File: src/hcwd_pkg.sv
// Constants shared by the host communication watchdog
package hcwd_pkg;

  // ----------------------------------------------------------------
  // Clock and time base
  // ----------------------------------------------------------------
  localparam int unsigned CLK_HZ           = 10_000_000;  // sys_clk rate
  localparam int unsigned MS_PER_S         = 1000;
  // Cycles in one millisecond tick of the watchdog time base
  localparam int unsigned TICK_CYC         = CLK_HZ / MS_PER_S;

  // ----------------------------------------------------------------
  // Bus release timeout and stretch limits, in ms
  // ----------------------------------------------------------------
  localparam int unsigned BUS_TMO_MIN_MS   = 25;
  localparam int unsigned BUS_TMO_MAX_MS   = 35;
  localparam int unsigned SLV_STRETCH_MS   = 25;
  localparam int unsigned MST_STRETCH_MS   = 10;
  // Least times round up to whole cycles
  localparam int unsigned BUS_TMO_CYC      = (BUS_TMO_MIN_MS * CLK_HZ + MS_PER_S - 1) / MS_PER_S;
  localparam int unsigned BUS_TMO_MAX_CYC  = (BUS_TMO_MAX_MS * CLK_HZ) / MS_PER_S;
  // Own stretch is released one ms early so the slave limit is never met
  localparam int unsigned SLV_STRETCH_CYC  = ((SLV_STRETCH_MS - 1) * CLK_HZ) / MS_PER_S;

  // ----------------------------------------------------------------
  // Watchdog reset deglitch and periods
  // ----------------------------------------------------------------
  localparam int unsigned WD_DEGLITCH_MS   = 10;
  localparam int unsigned WD_DEGLITCH_CYC  = (WD_DEGLITCH_MS * CLK_HZ + MS_PER_S - 1) / MS_PER_S;
  localparam int unsigned SCL_FILT_CYC     = 2;     // Small spike filter on the clock pin
  localparam int unsigned WD_PER_A_S       = 5;
  localparam int unsigned WD_PER_B_S       = 88;
  localparam int unsigned WD_PER_C_S       = 175;
  localparam int unsigned WD_PER_A_MS      = WD_PER_A_S * MS_PER_S;
  localparam int unsigned WD_PER_B_MS      = WD_PER_B_S * MS_PER_S;
  localparam int unsigned WD_PER_C_MS      = WD_PER_C_S * MS_PER_S;

  // ----------------------------------------------------------------
  // Period select field of the charge option register, bits 14:13
  // ----------------------------------------------------------------
  localparam int unsigned WD_SEL_LSB       = 13;
  localparam int unsigned WD_SEL_MSB       = 14;
  localparam logic [1:0]  WD_SEL_OFF       = 2'h0;
  localparam logic [1:0]  WD_SEL_A         = 2'h1;
  localparam logic [1:0]  WD_SEL_B         = 2'h2;
  localparam logic [1:0]  WD_SEL_C         = 2'h3;
  localparam logic [1:0]  WD_SEL_RST       = 2'h3;  // Value after reset

endpackage : hcwd_pkg

File: src/hcwd_filter.sv
// Two-stage synchroniser with a stability filter for one pin
module hcwd_filter #(
  parameter int unsigned FILT_CYC = 2,            // Cycles a new level must hold
  parameter int unsigned CW       = 20            // Filter counter width
) (
  input  wire logic sys_clk,                      // System clock
  input  wire logic rst_b,                        // Synchronous reset, active low
  input  wire logic pin,                          // Asynchronous pin level
  input  wire logic rst_val,                      // Level assumed after reset
  output logic      level_q,                      // Filtered level
  output logic      rise_q                        // One-cycle pulse on accepted rise
);

  logic          meta_q, meta_d;
  logic          sync_q, sync_d;
  logic [CW-1:0] cnt_q,  cnt_d;
  logic          level_d;
  logic          rise_d;
  logic          rval_q;

  // ----------------------------------------------------------------
  // Next state: a level is taken only after it held FILT_CYC cycles
  // ----------------------------------------------------------------
  always_comb begin
    meta_d  = pin;
    sync_d  = meta_q;
    cnt_d   = '0;
    level_d = level_q;
    rise_d  = 1'b0;
    if (sync_q != level_q) begin
      cnt_d = cnt_q + 1'b1;
      if (cnt_q >= CW'(FILT_CYC - 1)) begin
        level_d = sync_q;
        rise_d  = sync_q;
        cnt_d   = '0;
      end
    end
  end

  // Registers; reset level is loaded one cycle after release from rst_val
  always_ff @(posedge sys_clk) begin
    if (!rst_b) begin
      meta_q  <= 1'b0;
      sync_q  <= 1'b0;
      cnt_q   <= '0;
      level_q <= 1'b0;
      rise_q  <= 1'b0;
      rval_q  <= 1'b0;
    end else begin
      meta_q  <= meta_d;
      sync_q  <= sync_d;
      rval_q  <= 1'b1;
      cnt_q   <= rval_q ? cnt_d : '0;
      level_q <= rval_q ? level_d : rst_val;
      rise_q  <= rval_q ? rise_d : 1'b0;
    end
  end

endmodule : hcwd_filter

File: src/hcwd_top.sv
// Host communication watchdog: bus release timeout and host watchdog
// Overview of operation
// - Clock low past 25 ms times transfer out
// - Reset serial interface before 35 ms elapse
// - Stretch budget: master 10 ms, slave 25 ms
// - Watchdog reset acts only after 10 ms
// - Period select 5, 88, 175 s; default 175
// - Expired watchdog stops charging
module hcwd_top #(
  parameter int unsigned TICK_CYC    = hcwd_pkg::TICK_CYC,        // Cycles per ms tick
  parameter int unsigned BUS_TMO_CYC = hcwd_pkg::BUS_TMO_CYC,     // Clock low timeout
  parameter int unsigned STRETCH_CYC = hcwd_pkg::SLV_STRETCH_CYC, // Own stretch budget
  parameter int unsigned DEGL_CYC    = hcwd_pkg::WD_DEGLITCH_CYC, // Watchdog reset deglitch
  parameter int unsigned PER_A_MS    = hcwd_pkg::WD_PER_A_MS,     // Period, select 01
  parameter int unsigned PER_B_MS    = hcwd_pkg::WD_PER_B_MS,     // Period, select 10
  parameter int unsigned PER_C_MS    = hcwd_pkg::WD_PER_C_MS,     // Period, select 11
  parameter int unsigned CW          = 20,                        // Cycle counter width
  parameter int unsigned MW          = 18                         // Ms counter width
) (
  input  wire logic       sys_clk,        // System clock, 10 MHz
  input  wire logic       rst_b,          // Synchronous reset, active low
  input  wire logic       scl_pin,        // Bus clock pin level
  input  wire logic       wd_rst_pin,     // Watchdog reset pin, active high
  input  wire logic       host_wr,        // Pulse: host write accepted
  input  wire logic       opt_wr,         // Pulse: charge option register written
  input  wire logic [1:0] opt_wd_sel,     // Written value of bits 14:13
  input  wire logic       xfer_active,    // Level: a transfer is in progress
  input  wire logic       dev_scl_hold,   // Level: own logic stretches the clock
  input  wire logic       charge_req,     // Level: charging otherwise allowed
  output logic            bus_reset_q,    // Pulse: return serial interface to idle
  output logic            scl_release_q,  // Level: forbid further own stretching
  output logic [1:0]      wd_sel_q,       // Active period select
  output logic            wd_expired_q,   // Level: watchdog has expired
  output logic            charge_en_q     // Level: charging permitted
);

  // ----------------------------------------------------------------
  // Pin synchronisers and filters
  // ----------------------------------------------------------------
  logic scl_lvl;
  logic wdr_rise;

  // Short spike filter on the bus clock so noise does not restart timing
  hcwd_filter #(.FILT_CYC(hcwd_pkg::SCL_FILT_CYC), .CW(CW)) u_scl_filt (
    .sys_clk (sys_clk),
    .rst_b   (rst_b),
    .pin     (scl_pin),
    .rst_val (1'b1),
    .level_q (scl_lvl),
    .rise_q  ()
  );

  // Watchdog reset must hold high for the full deglitch time
  hcwd_filter #(.FILT_CYC(DEGL_CYC), .CW(CW)) u_wdr_filt (
    .sys_clk (sys_clk),
    .rst_b   (rst_b),
    .pin     (wd_rst_pin),
    .rst_val (1'b0),
    .level_q (),
    .rise_q  (wdr_rise)
  );

  // Map a period select code to its nominal period in ms
  function automatic logic [MW-1:0] sel_period(input logic [1:0] sel);
    logic [MW-1:0] p;
    p = '0;
    case (sel)
      hcwd_pkg::WD_SEL_A: p = MW'(PER_A_MS);
      hcwd_pkg::WD_SEL_B: p = MW'(PER_B_MS);
      hcwd_pkg::WD_SEL_C: p = MW'(PER_C_MS);
      default:            p = '0;
    endcase
    return p;
  endfunction : sel_period

  // ----------------------------------------------------------------
  // Bus release timeout and stretch budget
  // ----------------------------------------------------------------
  logic [CW-1:0] low_cnt_q, low_cnt_d;
  logic [CW-1:0] str_cnt_q, str_cnt_d;
  logic          tmo_done_q, tmo_done_d;
  logic          bus_reset_d;
  logic          scl_release_d;

  // One reset pulse per clock-low episode; stretch budget per transfer
  always_comb begin
    low_cnt_d     = '0;
    tmo_done_d    = 1'b0;
    bus_reset_d   = 1'b0;
    str_cnt_d     = '0;
    scl_release_d = 1'b0;
    if (!scl_lvl) begin
      tmo_done_d = tmo_done_q;
      low_cnt_d  = tmo_done_q ? low_cnt_q : low_cnt_q + 1'b1;
      if (!tmo_done_q && low_cnt_q >= CW'(BUS_TMO_CYC)) begin
        bus_reset_d = 1'b1;
        tmo_done_d  = 1'b1;
      end
    end
    if (xfer_active && !bus_reset_q) begin
      str_cnt_d     = (dev_scl_hold && !scl_release_q) ? str_cnt_q + 1'b1 : str_cnt_q;
      scl_release_d = scl_release_q || (str_cnt_q >= CW'(STRETCH_CYC));
    end
  end

  // Bus timing registers
  always_ff @(posedge sys_clk) begin
    if (!rst_b) begin
      low_cnt_q     <= '0;
      tmo_done_q    <= 1'b0;
      bus_reset_q   <= 1'b0;
      str_cnt_q     <= '0;
      scl_release_q <= 1'b0;
    end else begin
      low_cnt_q     <= low_cnt_d;
      tmo_done_q    <= tmo_done_d;
      bus_reset_q   <= bus_reset_d;
      str_cnt_q     <= str_cnt_d;
      scl_release_q <= scl_release_d;
    end
  end

  // ----------------------------------------------------------------
  // Host watchdog
  // ----------------------------------------------------------------
  logic [CW-1:0] tick_cnt_q, tick_cnt_d;
  logic          tick;
  logic [MW-1:0] wd_cnt_q, wd_cnt_d;
  logic [1:0]    wd_sel_d;
  logic          wd_expired_d;
  logic          charge_en_d;
  logic          service;
  logic          wd_on;

  assign tick    = (tick_cnt_q == CW'(TICK_CYC - 1));
  assign service = host_wr | opt_wr | wdr_rise;
  assign wd_on   = (wd_sel_q != hcwd_pkg::WD_SEL_OFF);

  // Ms time base, count restart on service, expiry sets sticky flag
  always_comb begin
    tick_cnt_d   = tick ? '0 : tick_cnt_q + 1'b1;
    wd_sel_d     = opt_wr ? opt_wd_sel : wd_sel_q;
    wd_cnt_d     = wd_cnt_q;
    wd_expired_d = wd_expired_q;
    if (service) begin
      wd_cnt_d     = '0;
      wd_expired_d = 1'b0;
    end else if (wd_on && tick && !wd_expired_q) begin
      wd_cnt_d = wd_cnt_q + 1'b1;
    end
    // Expiry wins over a same-cycle service so a late service does not mask the expiry
    if (wd_on && !wd_expired_q && wd_cnt_q >= sel_period(wd_sel_q)) begin
      wd_expired_d = 1'b1;
    end
    if (!wd_on) begin
      wd_expired_d = 1'b0;
    end
    charge_en_d = charge_req && !wd_expired_d;
  end

  // Watchdog registers
  always_ff @(posedge sys_clk) begin
    if (!rst_b) begin
      tick_cnt_q   <= '0;
      wd_cnt_q     <= '0;
      wd_sel_q     <= hcwd_pkg::WD_SEL_RST;
      wd_expired_q <= 1'b0;
      charge_en_q  <= 1'b0;
    end else begin
      tick_cnt_q   <= tick_cnt_d;
      wd_cnt_q     <= wd_cnt_d;
      wd_sel_q     <= wd_sel_d;
      wd_expired_q <= wd_expired_d;
      charge_en_q  <= charge_en_d;
    end
  end

  int unsigned low_run;
  // Length of the current filtered clock-low run, for checks only
  always_ff @(posedge sys_clk) begin
    if (!rst_b || scl_lvl) begin
      low_run <= 0;
    end else begin
      low_run <= low_run + 1;
    end
  end

  logic        chk_sync1_q;
  logic        chk_sync2_q;
  int unsigned wdr_hi_run;
  // Own two-stage copy of the watchdog reset pin, so the check never reads the raw pin
  always_ff @(posedge sys_clk) begin
    if (!rst_b) begin
      chk_sync1_q <= 1'b0;
      chk_sync2_q <= 1'b0;
    end else begin
      chk_sync1_q <= wd_rst_pin;
      chk_sync2_q <= chk_sync1_q;
    end
  end

  // Consecutive synchronised high cycles of the watchdog reset, for checks only
  always_ff @(posedge sys_clk) begin
    if (!rst_b || !chk_sync2_q) begin
      wdr_hi_run <= 0;
    end else begin
      wdr_hi_run <= wdr_hi_run + 1;
    end
  end
endmodule : hcwd_top

File: config.mk
export PLATFORM = sky130hd
export DESIGN_NAME = hcwd_top
export DESIGN_NICKNAME = d
export VERILOG_FILES = /design/src/hcwd_pkg.sv /design/src/hcwd_filter.sv /design/src/hcwd_top.sv
export SDC_FILE = /design/constraint.sdc
export NUM_CORES = 1
export LEC_CHECK = 0
export BUFFER_PORTS_ARGS = -buffer_cell sky130_fd_sc_hd__buf_2
export CORE_MARGIN = 8
export CORE_UTILIZATION = 51
export CTS_BUF_LIST = sky130_fd_sc_hd__clkbuf_2 sky130_fd_sc_hd__clkbuf_4 sky130_fd_sc_hd__clkbuf_8
export CTS_CLUSTER_DIAMETER = 40
export DETAILED_ROUTE_END_ITERATION = 7
export PLACE_DENSITY = 0.69
export RECOVER_POWER = 50
export SYNTH_ARGS = -nofsm -noshare
export SYNTH_HDL_FRONTEND = slang
export SYNTH_SLANG_ARGS = --single-unit
File: constraint.sdc
create_clock -name sys_clk -period 6.9 [get_ports sys_clk]
set_clock_uncertainty 0.1 [all_clocks]
set_input_delay 0.69 -clock sys_clk [delete_from_list [all_inputs] [get_ports sys_clk]]
set_output_delay 0.69 -clock sys_clk [all_outputs]
set_load 0.005 [all_outputs]
# ---- Word level (Yosys, flattened, before mapping)
# Index checks and enable logic that the tools add are counted.
dict set report op_classes {
  multipliers 0
  n_mux 9
  bitwise 6
  n_reduce_logical 25
  n_eq_ne 8
  shift 0
  n_addsub 6
  order_cmp 5
  n_div 0
}
# op n
set op_table {}
lappend op_table {{adder 20 x 1 -> 20 bit (second input constant)} 5}
lappend op_table {{case mux 18 bit (3 select lines)} 1}
lappend op_table {{greater-or-equal comparator 20 x 18 -> 1 bit (second input constant)} 2}
lappend op_table {{equality test 20 x 14 -> 1 bit (second input constant)} 1}
lappend op_table {{greater-or-equal comparator 20 x 1 -> 1 bit (second input constant)} 1}
lappend op_table {{greater-or-equal comparator 20 x 17 -> 1 bit (second input constant)} 1}
lappend op_table {{adder 18 x 1 -> 18 bit (second input constant)} 1}
lappend op_table {{greater-or-equal comparator 18 bit} 1}
lappend op_table {{logical AND 1 bit} 8}
lappend op_table {{two-way mux 1 bit} 8}
lappend op_table {{AND reduction 2 bit} 4}
lappend op_table {{OR reduction 4 bit} 2}
lappend op_table {{OR reduction 2 bit} 3}
lappend op_table {{zero test 1 bit} 5}
lappend op_table {{equality test 2 bit (second input constant)} 2}
lappend op_table {{inequality test 2 bit (second input constant)} 2}
lappend op_table {{NOT 1 bit} 4}
lappend op_table {{AND reduction 4 bit} 1}
lappend op_table {{equality test 2 x 1 -> 1 bit (second input constant)} 1}
lappend op_table {{inequality test 1 bit} 2}
lappend op_table {{OR 1 bit} 2}
lappend op_table {{nonzero test 2 bit} 1}
lappend op_table {{logical OR 1 bit} 1}
dict set report word_totals {
  register_bits 133
  input_bits 11
  wordCells 79
  mem_bits_rw 0
  n_memories 0
  output_inout_bits 6
  rom_bits 0
  latch_bits 0
}

# ---- Depth between registers and ports, before layout
dict set report depth {
  ltp_word 8
  mapped_depth 8
  depth_no_buf 8
}

# ---- Modules after synthesis
# Synthesis repeated with hierarchy kept, for this count alone.
dict set report unflattened {
  hier_cells 650
  area_unflattened_um2 5933.2
}
# mod instances area_each_um2 seq_area_each_um2 cells_per_inst
set by_module_without_submodules {}
lappend by_module_without_submodules {hcwd_top 1 4176.5 1701.6 483}
lappend by_module_without_submodules {{hcwd_filter (u_wdr_filt)} 1 1029.7 500.5 112}
lappend by_module_without_submodules {{hcwd_filter (u_scl_filt)} 1 726.9 500.5 55}

# ---- Least setup slack after synthesis
# Ideal clock, no wire load.
dict set report synth_timing {
  kind {reg-to-reg}
  start {register wd_sel_q[0]}
  end {register wd_cnt_q[12]}
  synth_period_minus_slack_ns 2.424
  setup_slack_ns 4.476
  n_path_buf 1
  t_arrival_ns 2.254
  stages_incl_launch_ff 8
  setup_time_ns 0.070
  required_ns 6.730
  path_cell_list {dfxtp_1 > inv_1 > ha_1 > or4bb_1 > or3_4 > buf_6 > or4_1 > a21oi_1}
}
dict set report synth_via {
  elab_chain_cells 3
}
# element line
set synth_rtl {}
lappend synth_rtl {{start: declaration} hcwd_top.sv:32} ;# output logic [1:0] wd_sel_q,
lappend synth_rtl {{start signal: assignment} hcwd_top.sv:166} ;# wd_sel_q <= hcwd_pkg::WD_SEL_RST;
lappend synth_rtl {{start signal: assignment} hcwd_top.sv:172} ;# wd_sel_q <= wd_sel_d;
lappend synth_rtl {{nonzero test 2 bit} hcwd_top.sv:137} ;# assign wd_on = (wd_sel_q != hcwd_pkg::WD_SEL_OFF);
lappend synth_rtl {{logical AND 1 bit (2 in a row)} hcwd_top.sv:148} ;# end else if (wd_on && tick && !wd_expired_q) begin
lappend synth_rtl {{end signal: assignment} hcwd_top.sv:171} ;# wd_cnt_q <= wd_cnt_d;
lappend synth_rtl {{end: declaration} hcwd_top.sv:128} ;# logic [MW-1:0] wd_cnt_q, wd_cnt_d;
# Every way passes these cells.
# A chain may end at the register's enable or synchronous reset.

# ---- Worst setup path after layout
dict set report layout_timing {
  start {register tick_cnt_q[0]}
  end {register tick_cnt_q[17]}
}
dict set report layout_via {
  elab_chain_cells 2
  word_cells_on_any_way 3
  cone_classes {1 x add/sub; 1 x eq/ne; 1 x reduce/logical}
}
# element line
set layout_rtl {}
lappend layout_rtl {{start: declaration} hcwd_top.sv:126} ;# logic [CW-1:0] tick_cnt_q, tick_cnt_d;
lappend layout_rtl {{start signal: assignment} hcwd_top.sv:170} ;# tick_cnt_q <= tick_cnt_d;
lappend layout_rtl {{branches (longest 2 deep; another with adder 20 x 1 -> 20 bit)} n/a}
# Parallel ways; which one is timed is not known.

==> run metrics <==
leading post-synthesis cells by cell area=dfxtp_1 (44%), ha_1 (5.8%), nor2_1 (4.2%); post-synthesis sequential area ratio=0.440; area fraction of the dominant cell type after synthesis=0.440; Post-CTS Setup Repair Bufs=0; Syn Std Cell Area=between 6000 and 7000 um^2; core area=11500 um^2; FP Rows=39; area of placed instances=6270 um^2; die area=15600 um^2; RSZ-0062 raised after global routing=no; CTS tree=yes; most frequent cells in the layout=dfxtp_1 (133), nor2_1 (68), nand4_1 (37), a21oi_1 (37), nand3_1 (36); status=completed; grt ovf=0; Synth async-reset ratio=0; clock root buffer=clkbuf_8; Slew headroom=0.168; Initial Util=0.525; fmax=357 MHz; Final Instance Area=6630 um^2; Place WS=4.11 ns; Power Density=215 nW/um^2; first-pass GRT wire length=20800 um; Setup Total Neg Slack=0 ns; Reg clk slew, reported paths=about 0.08 ns; final RePlAce weighted congestion=0.813; delay-heaviest family, CP=compound AO/OA/AOI/OAI gates; register area=2660 um^2; drt pass-1 iters=4; H-Tree Depth=4; Critical Path Sink Type=register; hold_ws=0.337 ns; maximum clock insertion buffer count=2; utilization after layout=0.576; Final Cycle Share=0.406; count of cell types in the netlist=57; hold-fix buffers at CTS=0; DRC Markers=0; vias=4850; fin cells=858; Slew Limit Fails=0; slowest stage delay, CP=approximately 1.1 ns; most common cell after layout, fill and taps aside=dfxtp_1; Final Critical Period=2.80 ns; initial antenna violation count=0; synthesized instance count=675; Die Y=125 um; critical path type=reg2reg; Synthesis Warnings=0; post-cts sizing count=0; LEAKAGE=2.30 nW; FILL cells=1048; worst path required time=roughly 7 ns; Layout area overhead=9.55%; layout cells sized above 1=0.0727; Min-Delay Path Class=reg2reg; Cells after DPL=827; predominant post-synthesis flop cell=dfxtp_1; endpoints failing setup=0; Post-Route WL=~12000 um; GRT Total Usage=0.158; area of the multi-input gates=3250 um^2; Worst Path Buf+Inv=0; WL/cell=13.9 um; total power=1.42 mW; crit path cell chain=ha_1 -> and3_1 -> nand4_1 -> o31ai_2 -> o21ba_2; slowest CP cell=o31ai_2; post-route worst setup slack=4.10 ns; detailed placement HPWL=8400 um; Ports=17; Total Nets Final=742; maximum vdd drop=0.000221 V; Buffers on Ports=16; Worst EP arrival=approximately 3.0 ns; Inserted Clock Buffers=17; number of synthesized flops with an enable pin=0; mean post-synth cell area=~9.0 um^2; die outline width=125 um; CTS Sinks=about 130; diode count=0; antenna viol nets, final=0; largest net degree at the start of global routing=23; number of synthesized register bits=133; critical path startpoint category=register; Worst Max-Slew Pin Slew=1.24 ns; critical path fanouts, max=19; vias in the first global route=4715; Max Cap Viol=0; routed vias/inst=5.65; DR iter-0 viols=397; cell taking the most area after synthesis=dfxtp_1; Hold Fails Final Rpt=0; Clock Latency Late Sink=approximately 0.43 ns
==> routing by layer <==
metal / vias up / global-route usage / part of all wire
met1: 2285 / 0.182 / 0.47
met3: 7 / 0.0462 / 0.033
li1: 2491 / - / -
met5: - / 0 / 0
met4: 0 / 0.0473 / 0.0075
met2: 67 / 0.278 / 0.49
==> cell usage after synthesis (2+ instances only) <==
library cell,instances
o211ai_1,2
ha_1,28
o21ai_0,24
or3_1,20
and2_1,10
xor2_1,29
nand2_1,30
or4_1,18
nor4b_1,3
nor3_1,17
nor4_1,17
and4b_1,2
xnor2_1,25
inv_1,28
nand2b_1,5
o31ai_1,13
a21oi_1,37
a21boi_0,2
a211oi_1,5
clkbuf_1,23
and4_1,11
or2_2,3
or4b_2,2
nor2_1,68
nand3_1,36
nor2b_1,3
and3_1,6
nand4_1,37
o21a_1,3
a211o_1,2
nand3b_1,2
dfxtp_1,133
mux2i_1,6
a21o_1,2
==> worst reg2reg max path, cell delays in order, from the launching register on <==
cell     delay [ns]
dfxtp_1        0.39
ha_1           0.22
and3_1         0.34
nand4_1        0.32
o31ai_2        1.07
o21ba_2        0.27
==> flip-flops by register name, indices dropped and copies added, names as in the netlist, 2 cells and up <==
name / count
low_cnt_q: 20
str_cnt_q: 20
tick_cnt_q: 20
u_scl_filt.cnt_q: 20
u_wdr_filt.cnt_q: 20
wd_cnt_q: 18
wd_sel_q: 2
==> kinds of logic after synthesis <==
family          count (synthesis)  share of synthesized area
xor+xnor                       54                     0.0782
buf+inv                        54                     0.0349
mux                             7                     0.0118
flops                         133                      0.440
simple gates                  298                      0.274
fa+ha+maj                      28                     0.0579
compound gates                100                      0.102
other cells                     1                   0.000620
==> path summary, 6_finish.rpt <==
path | start | to | slack [ns] | cells after the start
min reg2reg | u_scl_filt.meta_q$_SDFF_PN0_ | u_scl_filt.sync_q$_SDFF_PN0_ | 0.34 | 1
max | tick_cnt_q[0]$_SDFF_PP0_ | tick_cnt_q[17]$_SDFF_PP0_ | 4.10 | 5
max reg2reg | tick_cnt_q[0]$_SDFF_PP0_ | tick_cnt_q[17]$_SDFF_PP0_ | 4.10 | 5
min | u_scl_filt.meta_q$_SDFF_PN0_ | u_scl_filt.sync_q$_SDFF_PN0_ | 0.34 | 1
==> final cells by class <==
| cell class | count | area share |
|---|---|---|
| Inverter | 28 | 0.0159 |
| Clock inverter | 12 | 0.0162 |
| Tap cell | 143 | 0.0270 |
| Timing Repair Buffer | 16 | 0.0108 |
| Multi-Input combinational cell | 507 | 0.490 |
| Clock buffer | 19 | 0.0385 |
| Sequential cell | 133 | 0.402 |
==> power breakdown <==
part           switching, mW  internal [mW]
combinational         0.0274         0.0151
sequential           0.00695          0.780
clock                  0.298          0.295
Note: power is estimated with default switching activity, not from simulation.
